**config.mk**
```make
export PLATFORM = sky130hd
export DESIGN_NAME = psfs_sequencer
export DESIGN_NICKNAME = d
export VERILOG_FILES = /design/src/psfs_pkg.sv /design/src/psfs_if.sv /design/src/psfs_sync.sv /design/src/psfs_dither.sv /design/src/psfs_sequencer.sv
export VERILOG_INCLUDE_DIRS = /design/src
export SDC_FILE = /design/constraint.sdc
export NUM_CORES = 1
export LEC_CHECK = 0
export BUFFER_PORTS_ARGS = -buffer_cell sky130_fd_sc_hd__buf_2
export CORE_ASPECT_RATIO = 0.75
export CORE_MARGIN = 2
export CORE_UTILIZATION = 54
export DETAILED_ROUTE_END_ITERATION = 16
export PLACE_DENSITY = 0.9
export SYNTH_ARGS = -nofsm -noshare
export SYNTH_HDL_FRONTEND = slang
export SYNTH_SLANG_ARGS = --single-unit
```
**constraint.sdc**
```tcl
create_clock -name clk_in -period 2.67 [get_ports clk_in]
set_input_delay 0.534 -clock clk_in [delete_from_list [all_inputs] [get_ports clk_in]]
set_output_delay 0.534 -clock clk_in [all_outputs]
set_load 0.02 [all_outputs]
```
**src/psfs_cfg.svh**
```systemverilog
/*
 Constants of the start-up and fault sequencer: offsets, fields, resets, times.
 Assumes a 25 MHz core clock; included by bare name.
*/
`ifndef PSFS_CFG_SVH
`define PSFS_CFG_SVH

// ----------------------------------------------------------------
// Time base
// ----------------------------------------------------------------
`define PSFS_CLK_KHZ        25000
`define PSFS_FAULT_STD_MS   15
`define PSFS_FAULT_EXT_MS   150
`define PSFS_DELAY_MS       120
`define PSFS_CLEAN_PERIODS  2'd3
`define PSFS_DITHER_PCT     4'sd5

// ----------------------------------------------------------------
// Register map and fields
// ----------------------------------------------------------------
`define PSFS_CTRL_OFS       8'h00
`define PSFS_STATUS_OFS     8'h04
`define PSFS_CTRL_RESET     3'h0
`define PSFS_VAR_MSB        2

// ----------------------------------------------------------------
// Synchroniser lanes
// ----------------------------------------------------------------
`define PSFS_SYNC_W         9
`define PSFS_IX_VCC_START   0
`define PSFS_IX_VCC_MIN     1
`define PSFS_IX_MON         2
`define PSFS_IX_CS_FAULT    3
`define PSFS_IX_CS_SS       4
`define PSFS_IX_FB_SKIP     5
`define PSFS_IX_FB_MINTON   6
`define PSFS_IX_SS_DONE     7
`define PSFS_IX_OSC         8

`endif

```
**src/psfs_pkg.sv**
```systemverilog
/*
 Types of the start-up and fault sequencer.
 Assumes nothing of its surroundings.
*/
package psfs_pkg;
	// Product variants, A to E
	typedef enum logic [2:0] {
		PSFS_VAR_A,
		PSFS_VAR_B,
		PSFS_VAR_C,
		PSFS_VAR_D,
		PSFS_VAR_E
	} psfs_variant_type;

	// Start-up sequence states
	typedef enum logic [1:0] {
		PSFS_OFF,
		PSFS_DELAY,
		PSFS_WAIT_MON,
		PSFS_ACTIVE
	} psfs_state_type;
endpackage

```
**src/psfs_if.sv**
```systemverilog
/*
 Carrier between the sequencer core, its synchroniser and its dither generator.
 Assumes all three sit on the same clock.
*/
`timescale 1ns/1ns
`include "psfs_cfg.svh"

interface psfs_if;
	logic [`PSFS_SYNC_W-1:0] raw;
	logic [`PSFS_SYNC_W-1:0] level;
	logic                    period_tick;
	logic signed [3:0]       trim;

	modport sync_mp   (input raw, output level);
	modport dither_mp (input period_tick, output trim);
	modport core_mp   (output raw, input level, output period_tick, input trim);
endinterface

```
**src/psfs_sync.sv**
```systemverilog
/*
 Two-flop synchronisers for every comparator level that enters the block.
 Assumes raw levels are asynchronous to clk_in.
*/
`timescale 1ns/1ns
`include "psfs_cfg.svh"

module psfs_sync (
	// Clock and reset
	input  wire logic clk_in,
	input  wire logic resetn_in,
	// Levels
	psfs_if.sync_mp   lanes
);
	// ----------------------------------------------------------------
	// One synchroniser per lane; the first flop feeds only the second
	// ----------------------------------------------------------------
	genvar i;
	generate
		for (i = 0; i < `PSFS_SYNC_W; i = i + 1) begin : g_lane
			logic meta;
			logic held;
			always_ff @(posedge clk_in or negedge resetn_in) begin
				if (!resetn_in) begin
					meta <= 1'b0;
					held <= 1'b0;
				end else begin
					meta <= lanes.raw[i];
					held <= meta;
				end
			end
			assign lanes.level[i] = held;
		end
	endgenerate
endmodule

```
**src/psfs_dither.sv**
```systemverilog
/*
 Frequency dither: a triangle trim of the oscillator in percent, one step per period.
 Assumes period_tick is a one-cycle pulse per switching period.
*/
`timescale 1ns/1ns
`include "psfs_cfg.svh"

module psfs_dither (
	// Clock and reset
	input  wire logic clk_in,
	input  wire logic resetn_in,
	// Period tick in, trim out
	psfs_if.dither_mp dith
);
	logic signed [3:0] trim;
	logic signed [3:0] next_trim;
	logic              rising;
	logic              next_rising;

	// Walk the trim between the band edges, turning at each edge
	always_comb begin
		next_trim   = trim;
		next_rising = rising;
		if (dith.period_tick) begin
			if (rising) begin
				if (trim == `PSFS_DITHER_PCT) begin
					next_rising = 1'b0;
					next_trim   = trim - 4'sd1;
				end else begin
					next_trim = trim + 4'sd1;
				end
			end else begin
				if (trim == -`PSFS_DITHER_PCT) begin
					next_rising = 1'b1;
					next_trim   = trim + 4'sd1;
				end else begin
					next_trim = trim - 4'sd1;
				end
			end
		end
	end

	// Register the dither state
	always_ff @(posedge clk_in or negedge resetn_in) begin
		if (!resetn_in) begin
			trim   <= 4'sd0;
			rising <= 1'b1;
		end else begin
			trim   <= next_trim;
			rising <= next_rising;
		end
	end

	assign dith.trim = trim;
endmodule

```
**src/psfs_sequencer.sv**
```systemverilog
/*
 Start-up, soft-start, brown-out and overload sequencer of a current-mode PWM
 controller, with an AHB-Lite register slave.
 Assumes comparator levels arrive asynchronously and the oscillator period
 arrives as a square wave from the device's own oscillator.
// Overview of operation
// CS over fault level starts fault timer
// Timer end latches fault, gate stays off
// Timer clears after three clean switching periods
// Latch clears on brown-out or supply minimum
// Fault time 15 ms, 150 ms variant E
// Supply start runs 120 ms start-up delay
// Start-up delay only in variants A-C
// Soft-start needs delay done and monitor high
// Soft-start node grounded until soft-start permitted
// Monitor restart skips the start-up delay
// Monitor low stops switching, return re-soft-starts
// Hysteresis sink on while monitor below threshold
// Grounded monitor pin shuts down, grounds soft-start
// Soft-start: CS above SS/4 resets drive
// Low feedback: minimum on-time, then zero duty
// Dither switching frequency within five percent
// No synchronisation input, own oscillator only
// D and E have no start-up delay
// Gate enable is conjunction of all conditions
// Long times count the fixed core clock
*/
`timescale 1ns/1ns
`include "psfs_cfg.svh"

module psfs_sequencer #(
	parameter int unsigned FAULT_STD_CYCLES = `PSFS_FAULT_STD_MS * `PSFS_CLK_KHZ,
	parameter int unsigned FAULT_EXT_CYCLES = `PSFS_FAULT_EXT_MS * `PSFS_CLK_KHZ,
	parameter int unsigned DELAY_CYCLES     = `PSFS_DELAY_MS * `PSFS_CLK_KHZ
) (
	// Clock and reset
	input  wire logic        clk_in,
	input  wire logic        resetn_in,
	// AHB-Lite slave
	input  wire logic        hsel_in,
	input  wire logic [31:0] haddr_in,
	input  wire logic [1:0]  htrans_in,
	input  wire logic        hwrite_in,
	input  wire logic [2:0]  hsize_in,
	input  wire logic        hready_in,
	input  wire logic [31:0] hwdata_in,
	output logic      [31:0] hrdata_out,
	output logic             hreadyout_out,
	output logic             hresp_out,
	// Comparator levels
	input  wire logic        vcc_start_in,
	input  wire logic        vcc_min_in,
	input  wire logic        input_monitor_pin_in,
	input  wire logic        cs_fault_in,
	input  wire logic        cs_ss_limit_in,
	input  wire logic        feedback_input_skip_in,
	input  wire logic        feedback_input_min_ton_in,
	input  wire logic        ss_done_in,
	input  wire logic        osc_period_in,
	// Power stage controls
	output logic             gate_enable_out,
	output logic             ss_ground_out,
	output logic             hysteresis_current_sink_out,
	output logic             drive_latch_reset_out,
	output logic             min_ton_out,
	output logic             fault_latched_out,
	output logic signed [3:0] dither_trim_out
);
	localparam logic [21:0] FAULT_STD = 22'(FAULT_STD_CYCLES);
	localparam logic [21:0] FAULT_EXT = 22'(FAULT_EXT_CYCLES);
	localparam logic [21:0] DELAY_LEN = 22'(DELAY_CYCLES);

	// ----------------------------------------------------------------
	// Synchronisers, period edge and dither
	// ----------------------------------------------------------------
	psfs_if lanes ();

	assign lanes.raw = {osc_period_in, ss_done_in, feedback_input_min_ton_in,
		feedback_input_skip_in, cs_ss_limit_in, cs_fault_in,
		input_monitor_pin_in, vcc_min_in, vcc_start_in};

	psfs_sync u_sync (
		.clk_in    (clk_in),
		.resetn_in (resetn_in),
		.lanes     (lanes.sync_mp)
	);

	psfs_dither u_dither (
		.clk_in    (clk_in),
		.resetn_in (resetn_in),
		.dith      (lanes.dither_mp)
	);

	logic vcc_start_s;
	logic vmin_s;
	logic mon_s;
	logic cs_fault_s;
	logic cs_ss_s;
	logic fb_skip_s;
	logic fb_minton_s;
	logic ss_done_s;
	logic osc_s;
	logic osc_q;
	logic period_tick;

	assign vcc_start_s = lanes.level[`PSFS_IX_VCC_START];
	assign vmin_s      = lanes.level[`PSFS_IX_VCC_MIN];
	assign mon_s       = lanes.level[`PSFS_IX_MON];
	assign cs_fault_s  = lanes.level[`PSFS_IX_CS_FAULT];
	assign cs_ss_s     = lanes.level[`PSFS_IX_CS_SS];
	assign fb_skip_s   = lanes.level[`PSFS_IX_FB_SKIP];
	assign fb_minton_s = lanes.level[`PSFS_IX_FB_MINTON];
	assign ss_done_s   = lanes.level[`PSFS_IX_SS_DONE];
	assign osc_s       = lanes.level[`PSFS_IX_OSC];

	// Period edge from the own oscillator only; there is no sync pin
	always_ff @(posedge clk_in or negedge resetn_in) begin
		if (!resetn_in) begin
			osc_q <= 1'b0;
		end else begin
			osc_q <= osc_s;
		end
	end
	assign period_tick       = osc_s & ~osc_q;
	assign lanes.period_tick = period_tick;
	assign dither_trim_out   = lanes.trim;

	// ----------------------------------------------------------------
	// Control register and variant decode
	// ----------------------------------------------------------------
	psfs_pkg::psfs_variant_type variant;
	psfs_pkg::psfs_variant_type next_variant;
	logic                       has_delay;
	logic [21:0]                fault_limit;

	assign has_delay   = (variant <= psfs_pkg::PSFS_VAR_C);
	assign fault_limit = (variant >= psfs_pkg::PSFS_VAR_E) ? FAULT_EXT : FAULT_STD;

	// ----------------------------------------------------------------
	// Start-up sequence
	// ----------------------------------------------------------------
	psfs_pkg::psfs_state_type state;
	psfs_pkg::psfs_state_type next_state;
	logic [21:0]              delay_cnt;
	logic [21:0]              next_delay_cnt;

	// Supply below minimum drops everything back to the off state
	always_comb begin
		next_state     = state;
		next_delay_cnt = delay_cnt;
		if (!vmin_s) begin
			next_state     = psfs_pkg::PSFS_OFF;
			next_delay_cnt = 22'h0;
		end else begin
			case (state)
				psfs_pkg::PSFS_OFF: begin
					if (vcc_start_s) begin
						next_delay_cnt = 22'h0;
						if (has_delay) begin
							next_state = psfs_pkg::PSFS_DELAY;
						end else begin
							next_state = psfs_pkg::PSFS_WAIT_MON;
						end
					end
				end
				psfs_pkg::PSFS_DELAY: begin
					if (delay_cnt == DELAY_LEN - 22'h1) begin
						next_state = psfs_pkg::PSFS_WAIT_MON;
					end else begin
						next_delay_cnt = delay_cnt + 22'h1;
					end
				end
				psfs_pkg::PSFS_WAIT_MON: begin
					if (mon_s) begin
						next_state = psfs_pkg::PSFS_ACTIVE;
					end
				end
				psfs_pkg::PSFS_ACTIVE: begin
					if (!mon_s) begin
						next_state = psfs_pkg::PSFS_WAIT_MON;
					end
				end
				default: begin
					next_state = psfs_pkg::PSFS_OFF;
				end
			endcase
		end
	end

	// Register the sequence state
	always_ff @(posedge clk_in or negedge resetn_in) begin
		if (!resetn_in) begin
			state     <= psfs_pkg::PSFS_OFF;
			delay_cnt <= 22'h0;
		end else begin
			state     <= next_state;
			delay_cnt <= next_delay_cnt;
		end
	end

	// ----------------------------------------------------------------
	// Overload fault timer and latch
	// ----------------------------------------------------------------
	logic        fault_pending;
	logic        next_fault_pending;
	logic        fault_latched;
	logic        next_fault_latched;
	logic [21:0] fault_cnt;
	logic [21:0] next_fault_cnt;
	logic [1:0]  clean_cnt;
	logic [1:0]  next_clean_cnt;
	logic        clear_latch;
	logic        expire;

	assign clear_latch = ~mon_s | ~vmin_s;
	assign expire      = (fault_pending | cs_fault_s) && (fault_cnt >= fault_limit - 22'h1);

	// Expiry wins over the clean-period clear so a fault near the end still latches
	always_comb begin
		next_fault_pending = fault_pending;
		next_fault_latched = fault_latched;
		next_fault_cnt     = fault_cnt;
		next_clean_cnt     = clean_cnt;
		if (clear_latch) begin
			next_fault_pending = 1'b0;
			next_fault_latched = 1'b0;
			next_fault_cnt     = 22'h0;
			next_clean_cnt     = 2'h0;
		end else if (!fault_latched && (fault_pending || cs_fault_s)) begin
			if (expire) begin
				next_fault_latched = 1'b1;
				next_fault_pending = 1'b0;
				next_fault_cnt     = 22'h0;
				next_clean_cnt     = 2'h0;
			end else begin
				next_fault_pending = 1'b1;
				next_fault_cnt     = fault_cnt + 22'h1;
				if (cs_fault_s) begin
					next_clean_cnt = 2'h0;
				end else if (period_tick) begin
					if (clean_cnt == `PSFS_CLEAN_PERIODS - 2'h1) begin
						next_fault_pending = 1'b0;
						next_fault_cnt     = 22'h0;
						next_clean_cnt     = 2'h0;
					end else begin
						next_clean_cnt = clean_cnt + 2'h1;
					end
				end
			end
		end
	end

	// Register the fault state
	always_ff @(posedge clk_in or negedge resetn_in) begin
		if (!resetn_in) begin
			fault_pending <= 1'b0;
			fault_latched <= 1'b0;
			fault_cnt     <= 22'h0;
			clean_cnt     <= 2'h0;
		end else begin
			fault_pending <= next_fault_pending;
			fault_latched <= next_fault_latched;
			fault_cnt     <= next_fault_cnt;
			clean_cnt     <= next_clean_cnt;
		end
	end

	// ----------------------------------------------------------------
	// Power stage outputs, all registered
	// ----------------------------------------------------------------
	logic next_gate;
	logic next_ss_ground;
	logic next_hyst;
	logic next_drv_reset;
	logic next_min_ton;
	logic active;

	assign active = (state == psfs_pkg::PSFS_ACTIVE);

	// Gate needs every permission at once; any one drops it next cycle
	always_comb begin
		next_gate      = vmin_s & mon_s & ~fault_latched & active & fb_skip_s;
		next_ss_ground = ~active;
		next_hyst      = ~mon_s;
		next_drv_reset = active & ~ss_done_s & cs_ss_s;
		next_min_ton   = fb_skip_s & fb_minton_s;
	end

	// Register the outputs
	always_ff @(posedge clk_in or negedge resetn_in) begin
		if (!resetn_in) begin
			gate_enable_out             <= 1'b0;
			ss_ground_out               <= 1'b1;
			hysteresis_current_sink_out <= 1'b1;
			drive_latch_reset_out       <= 1'b0;
			min_ton_out                 <= 1'b0;
			fault_latched_out           <= 1'b0;
		end else begin
			gate_enable_out             <= next_gate;
			ss_ground_out               <= next_ss_ground;
			hysteresis_current_sink_out <= next_hyst;
			drive_latch_reset_out       <= next_drv_reset;
			min_ton_out                 <= next_min_ton;
			fault_latched_out           <= fault_latched;
		end
	end

	// ----------------------------------------------------------------
	// AHB-Lite slave, zero wait states
	// ----------------------------------------------------------------
	logic        wr_pend;
	logic        next_wr_pend;
	logic [7:0]  wr_ofs;
	logic [7:0]  next_wr_ofs;
	logic [31:0] next_hrdata;
	logic        addr_ok;

	assign addr_ok       = hsel_in & hready_in & htrans_in[1];
	assign hreadyout_out = 1'b1;
	assign hresp_out     = 1'b0;

	// Read data uses the post-write variant so a read right after a write sees it
	always_comb begin
		next_wr_pend = addr_ok & hwrite_in;
		next_wr_ofs  = haddr_in[7:0];
		next_variant = variant;
		next_hrdata  = hrdata_out;
		if (wr_pend && wr_ofs == `PSFS_CTRL_OFS) begin
			next_variant = psfs_pkg::psfs_variant_type'(hwdata_in[`PSFS_VAR_MSB:0]);
		end
		if (addr_ok && !hwrite_in) begin
			case (haddr_in[7:0])
				`PSFS_CTRL_OFS: begin
					next_hrdata = {29'h0, next_variant};
				end
				`PSFS_STATUS_OFS: begin
					next_hrdata = {22'h0, clean_cnt, cs_fault_s, mon_s, vmin_s,
						gate_enable_out, fault_latched, fault_pending, state};
				end
				default: begin
					next_hrdata = 32'h0;
				end
			endcase
		end
	end

	// Register the bus state
	always_ff @(posedge clk_in or negedge resetn_in) begin
		if (!resetn_in) begin
			wr_pend    <= 1'b0;
			wr_ofs     <= 8'h00;
			variant    <= psfs_pkg::psfs_variant_type'(`PSFS_CTRL_RESET);
			hrdata_out <= 32'h0;
		end else begin
			wr_pend    <= next_wr_pend;
			wr_ofs     <= next_wr_ofs;
			variant    <= next_variant;
			hrdata_out <= next_hrdata;
		end
	end
endmodule

```
# Yosys cells after proc, flatten, opt, wreduce, memory -nomap -nowiden
# Index checks and enable logic that the tools add are counted.
# Widths: inputs -> output; s select.
[word_totals]
reg_bits = 124
input_bits = 83
out_inout_bits = 44
elab_cells = 137
[op_classes]
addsub = 6
magnitude_cmp = 3
eq_ne = 14
n_mux = 41
bitwise_logic = 19
reduce_logical = 17
[op_table]
columns = ["cell", "count"]
rows = [
  ["$mux 22", 10],
  ["$add 22x1->22 const B", 2],
  ["$pmux 22 s2", 1],
  ["$mux 2", 12],
  ["$eq 22x22->1 const B", 1],
  ["$ge 22x22->1", 1],
  ["$sub 22x1->22 const B", 1],
  ["$pmux 10 s2", 1],
  ["$logic_not 8->1", 2],
  ["$ne 3x3->1 const B", 5],
  ["$mux 1", 12],
  ["$mux 4", 3],
  ["$and 1x1->1", 11],
  ["$eq 4x4->1 const B", 2],
  ["$eq 8x3->1 const B", 1],
  ["$pmux 2 s4", 1],
  ["$eq 2x2->1 const B", 3],
  ["$not 1->1", 6],
  ["$add 4x2->4 const B", 1],
  ["$logic_and 1x1->1", 4],
  ["$reduce_and 2->1", 2],
  ["$reduce_and 4->1", 1],
  ["$reduce_bool 2->1", 2],
  ["$reduce_bool 4->1", 1],
  ["12 further kinds", 14],
]

# Depth between registers and ports, before layout
[logic_depth]
depth_word = 8
ltp_mapped = 8
ltp_nobuf = 7

# Cells and area by module
# From an unflattened synthesis, not the netlist that was laid out.
[hier_totals]
cells_unflattened = 496
hier_area_um2 = 5001.0
[by_module_without_submodules]
columns = ["module", "instances", "cells_per_inst", "area_each_um2", "seq_area_each_um2"]
rows = [
  ["psfs_sequencer", 1, 429, 4139.0, 1979.4],
  ["psfs_sync", 1, 27, 518.0, 450.4],
  ["psfs_dither", 1, 40, 344.1, 126.4],
]

# Worst setup path before layout
# Ideal clock, no wire load.
[synth_path]
path_type = "flip-flop to flip-flop"
startpoint = "register variant[2]"
endpoint = "register fault_latched"
setup_time_ns = 0.119
arrival_time_ns = 2.101
required_ns = 2.551
path_slack_ns = 0.450
path_stages_with_launch = 9
path_buffers = 1
synth_period_minus_slack_ns = 2.220
cell_sequence = "dfrtp_1 inv_1 ha_1 a211oi_1 nor2_1 a2111oi_4 buf_2 a21oi_1 o21ba_2"
[synth_via]
elab_chain_len = 7
[synth_rtl]
columns = ["element", "line", "text"]
rows = [
  ["from (decl)", "psfs_sequencer.sv:131", "psfs_pkg::psfs_variant_type variant;"],
  ["from (signal assigned)", "psfs_sequencer.sv:352", "variant <= psfs_pkg::psfs_variant_type'(`PSFS_CTRL_RESET);"],
  ["from (signal assigned)", "psfs_sequencer.sv:357", "variant <= next_variant;"],
  ["$ge 3x3->1", "psfs_sequencer.sv:137", "assign fault_limit = (variant >= psfs_pkg::PSFS_VAR_E) ? FAULT_EXT : FAULT_STD;"],
  ["$mux 22", "psfs_sequencer.sv:137", ""],
  ["$sub 22x1->22", "psfs_sequencer.sv:216", "assign expire = (fault_pending | cs_fault_s) && (fault_cnt >= fault_limit - 22'h1);"],
  ["$ge 22x22->1", "psfs_sequencer.sv:216", ""],
  ["$logic_and 1x1->1", "psfs_sequencer.sv:216", ""],
  ["$reduce_bool 2->1 (no source line)", "n/a", ""],
  ["$reduce_and 2->1 (no source line)", "n/a", ""],
  ["to (signal assigned)", "psfs_sequencer.sv:262", "fault_latched <= next_fault_latched;"],
  ["to (decl)", "psfs_sequencer.sv:206", "logic fault_latched;"],
]
# Every way passes these cells.
# A chain may end at the register's enable or synchronous reset.

# Worst setup path after layout
[layout_path]
startpoint = "register variant[2]"
endpoint = "register fault_cnt[16]"
[layout_via]
elab_chain_len = 8
[layout_rtl]
columns = ["element", "line", "text"]
rows = [
  ["$ge 3x3->1", "psfs_sequencer.sv:137", ""],
  ["$mux 22", "psfs_sequencer.sv:137", ""],
  ["$sub 22x1->22", "psfs_sequencer.sv:216", ""],
  ["$ge 22x22->1", "psfs_sequencer.sv:216", ""],
  ["$logic_and 1x1->1", "psfs_sequencer.sv:216", ""],
  ["$mux 22", "psfs_sequencer.sv:230", "if (expire) begin"],
  ["$mux 22", "psfs_sequencer.sv:229", "end else if (!fault_latched && (fault_pending || cs_fault_s)) begin"],
  ["$mux 22", "psfs_sequencer.sv:224", "if (clear_latch) begin"],
  ["to (signal assigned)", "psfs_sequencer.sv:263", "fault_cnt <= next_fault_cnt;"],
  ["to (decl)", "psfs_sequencer.sv:208", "logic [21:0] fault_cnt;"],
]
# Every way passes these cells. The select of a mux whose other input is x is not followed.

==> Flow_metrics.wiki <==
{| class="wikitable"
! Metric !! Value
|-
| RSZ-0062 raised after global routing || no
|-
| Detailed-routing iteration count for the pre-antenna-repair pass || 5
|-
| Most instantiated cells after synthesis || sky130_fd_sc_hd__dfrtp_1, sky130_fd_sc_hd__nand2_1, sky130_fd_sc_hd__nand4_1
|-
| Overflow after GRT || 0
|-
| Max rail drop VDD || a little over 0.5 mV
|-
| Result of the run || complete, no violations
|-
| Stage delay of the slowest cell on the critical path || ~0.46 ns
|-
| Count of vias placed by the detailed router || approximately 4400
|-
| Count of hold-fix buffers inserted at cts || 0
|-
| Area Growth Syn to Fin || 10.5%
|-
| Antenna violations before repair || 0
|-
| Remaining antenna violation count || 0
|-
| Residual DRC count || 0
|-
| Global-route wire length before repair || between 20000 and 25000 um
|-
| Clock-pin transition on the worst setup and hold timing paths || approximately 0.08 ns
|-
| WHS || a little over 0.2 ns
|-
| Worst Path Required || 2.89 ns
|-
| Ratio of total power to cell area || between 600 and 700 nW/um^2
|-
| GR met3 Demand/Resource || 0.0546
|-
| Die boundary width || between 100 and 150 um
|-
| Layout cells sized above 1 || 0.173
|-
| Count of flip-flops with a built-in enable after synthesis || 0
|-
| Number of setup violations in the final report || 0
|-
| Dominant register cell in the synthesized netlist || sky130_fd_sc_hd__dfrtp_1
|-
| Num CTS Buffers || 9
|-
| Headroom to the max-slew limit || 0.508
|-
| Core Region || about 9600 um^2
|-
| Via-per-instance ratio || between 6 and 7
|-
| Static leakage || around 2.6 nW
|-
| Crit share post-route || 0.927
|-
| Critical-path cell list || inv_1 > ha_1 > nand4_1 > nor4_2 > o2111ai_4 > buf_4 > a41oi_1 > a31oi_1
|-
| HPWL reported at the end of detailed placement || ~8500 um
|-
| Die span in y || 89.9 um
|-
| GR Util met2 || 0.390
|-
| Transition time at the pin with the least slew margin || ~0.74 ns
|-
| Worst setup path category || flop to flop
|-
| Yosys warning count || 0
|-
| CTS tree || yes
|-
| CP arrival || between 2 and 3 ns
|-
| Worst setup SP type || flop
|-
| Synthesized area || 5310 um^2
|-
| Count leader, synth || sky130_fd_sc_hd__dfrtp_1
|-
| Cell Rows || 31
|-
| Placed insts || ~700
|-
| Min cycle time layout || between 2 and 2.5 ns
|-
| Full die area || between 10000 and 15000 um^2
|-
| Kind of path behind the tightest hold check || input port to async pin
|-
| Hold Vio Cnt, Final || 0
|-
| Total of buffers placed on input and output ports || 45
|-
| Non-filler instance count after layout || ~700
|-
| Number of clock sinks || 102
|-
| Achievable clock frequency || just over 400 MHz
|-
| Via count of the first global-routing pass || between 4000 and 5000
|-
| Cell count after synthesis || 518
|-
| Count of buffers added by post-CTS timing repair for setup || 0
|-
| Maximum count of clock buffers along a single path || 2
|-
| Last weighted congestion value of the routability-driven placer || about 0.86
|-
| Avg Inst Size Synth || 10.2 um^2
|-
| Number of different library cells in the post-synthesis netlist || 73
|-
| Critical Path Slowest Stage Cell || sky130_fd_sc_hd__dfrtp_2
|-
| I/O pin total || approximately 130
|-
| Most crowded layer after global routing || met2
|-
| Area contributors post-synth || sky130_fd_sc_hd__dfrtp_1, sky130_fd_sc_hd__buf_4, sky130_fd_sc_hd__nand2_1
|-
| GRT Util Overall || 0.239
|-
| Drt total wl || ~12000 um
|-
| Crit end category || flop
|-
| Utilization after layout || 0.610
|-
| CTS Root Cell || sky130_fd_sc_hd__clkbuf_16
|-
| Antenna diode count || 0
|-
| Largest fanout of any net on the critical path || 14
|-
| Number of design-rule violations left by the first detailed-router iteration || ~380
|-
| Final clock skew || approximately 0.0075 ns
|-
| Starting density of the core || 0.552
|-
| #FFs+latches synth || 102
|-
| Routed WL per cell || 17.5 um
|-
| Portion of the post-synthesis area used by sequential elements || 0.481
|-
| Number of levels the H-tree was split into || 3
|-
| Proportion of register bits with asynchronous set or reset after synthesis || 1.00
|-
| Count of pins over their slew limit || 0
|-
| Fraction of met1 tracks used by global routing || 0.318
|-
| Clock latency of the later-clocked register in the worst-skew pair || 0.36 ns
|-
| Dominant cell type by area after synthesis || sky130_fd_sc_hd__dfrtp_1
|-
| Final #Nets || 659
|-
| Largest net degree at the start of global routing || 53
|-
| Proportion of netlist area held by the largest area contributor || 0.467
|-
| Max-capacitance violation count || 0
|}
-- registers in the layout, summed over array words and instances, names as in the netlist, 2 cells and up --
| signal | cells |
|---|---|
| u_sync.g_lane.meta | 9 |
| delay_cnt | 22 |
| u_sync.g_lane.held | 9 |
| fault_cnt | 22 |
| wr_ofs | 8 |
| variant | 3 |
| u_dither.dith.trim | 4 |
| hrdata_out | 10 |
| clean_cnt | 2 |
| state | 2 |
-- per-layer routing --
metal  vias up  share of wire
li1       1984              -
met1      2184           0.40
met2       205           0.50
met3        42          0.068
met4         0          0.023
met5         -              0
-- cells by family after synthesis --
kind of cell    count (synthesis)  synth area share
simple gates                  205             0.214
compound gates                120             0.164
flops                         102             0.482
buf+inv                        63            0.0834
fa+ha+maj                      14            0.0330
mux                             7            0.0139
xor+xnor                        5           0.00825
other cells                     2           0.00141
-- metrics by stage --
stage / cell area, um^2 / setup TNS [ns] / setup WS, ns / power (mW)
after floorplan: 5390 / 0 / 0.450 / 2.06
after global placement: 5540 / 0 / 0.0746 / 2.17
after detailed placement: 5540 / -0.0539 / -0.0307 / 2.22
after CTS: 5850 / 0 / 0.00802 / 3.56
after global routing: 5870 / 0 / 0.0422 / 3.68
final: 5870 / 0 / 0.194 / 3.55
-- layout by cell type (no fill, tap or decap), types with 5 or more instances in the layout --
cell,instances
sky130_fd_sc_hd__dfrtp_1,98
sky130_fd_sc_hd__clkbuf_16,9
sky130_fd_sc_hd__a22o_1,13
sky130_fd_sc_hd__o21ai_0,9
sky130_fd_sc_hd__nor3_1,9
sky130_fd_sc_hd__conb_1,24
sky130_fd_sc_hd__a31oi_1,11
sky130_fd_sc_hd__nor4_1,8
sky130_fd_sc_hd__nand4_1,28
sky130_fd_sc_hd__nand2b_1,6
sky130_fd_sc_hd__inv_1,15
sky130_fd_sc_hd__o22ai_1,8
sky130_fd_sc_hd__o211ai_1,7
sky130_fd_sc_hd__and3_1,8
sky130_fd_sc_hd__o31ai_1,7
sky130_fd_sc_hd__or4_1,8
sky130_fd_sc_hd__buf_4,12
sky130_fd_sc_hd__nor2b_1,6
sky130_fd_sc_hd__nor2_1,24
sky130_fd_sc_hd__nand2_1,49
sky130_fd_sc_hd__and2_1,7
sky130_fd_sc_hd__ha_1,14
sky130_fd_sc_hd__buf_2,44
sky130_fd_sc_hd__a41oi_1,7
sky130_fd_sc_hd__nand3_1,21
sky130_fd_sc_hd__a21oi_1,24
sky130_fd_sc_hd__or3_1,5
-- area by class of cell --
type	count	area (um^2)
Multi-Input combinational cell	375	2410
Inverter	15	56.3
Sequential cell	102	2560
Timing Repair Buffer	59	370
Clock inverter	7	78.8
Clock buffer	9	225
Tap cell	132	165
Fill cell	756	3750
-- what timing repair did --
action	CTS	global route
endpoints found under the setup margin	4	23
cloned	0	0
pin swaps	1	0
resized for setup	1	3
-- report_power, final --
| part | total (mW) | internal [mW] | switching (mW) | leakage [nW] |
|---|---|---|---|---|
| sequential | 1.70 | 1.61 | 0.0869 | 1.33 |
| combinational | 0.507 | 0.182 | 0.325 | 1.11 |
| clock | 1.34 | 0.674 | 0.669 | 0.149 |
| total | 3.55 | 2.47 | 1.08 | 2.60 |
-- worst paths after layout --
| check | startpoint | end | slack, ns | depth (start not counted) |
|---|---|---|---|---|
| min | resetn_in | fault_cnt[8] | 0.20 | 1 |
| min reg2reg | u_sync.g_lane[2].meta | u_sync.g_lane[2].held | 0.35 | 0 |
| max in group asynchronous | resetn_in | ss_ground_out | 1.77 | 2 |
| max | variant[2] | fault_cnt[16] | 0.19 | 8 |
| min in group clk_in | feedback_input_skip_in | u_sync.g_lane[5].meta | 0.28 | 1 |
| max reg2reg | variant[2] | fault_cnt[16] | 0.19 | 8 |
-- critical path: cells and delay by family, from the launching register on --
| family | cells | cell delay [ns] |
|---|---|---|
| AO/OA/AOI/OAI | 3 | 0.57 |
| flip-flops | 1 | 0.46 |
| buffers and inverters | 2 | 0.44 |
| adder cells (fa/ha/maj) | 1 | 0.33 |
| AND/OR/NAND/NOR | 2 | 0.54 |
No activity file was read; power rests on OpenSTA's default activity.
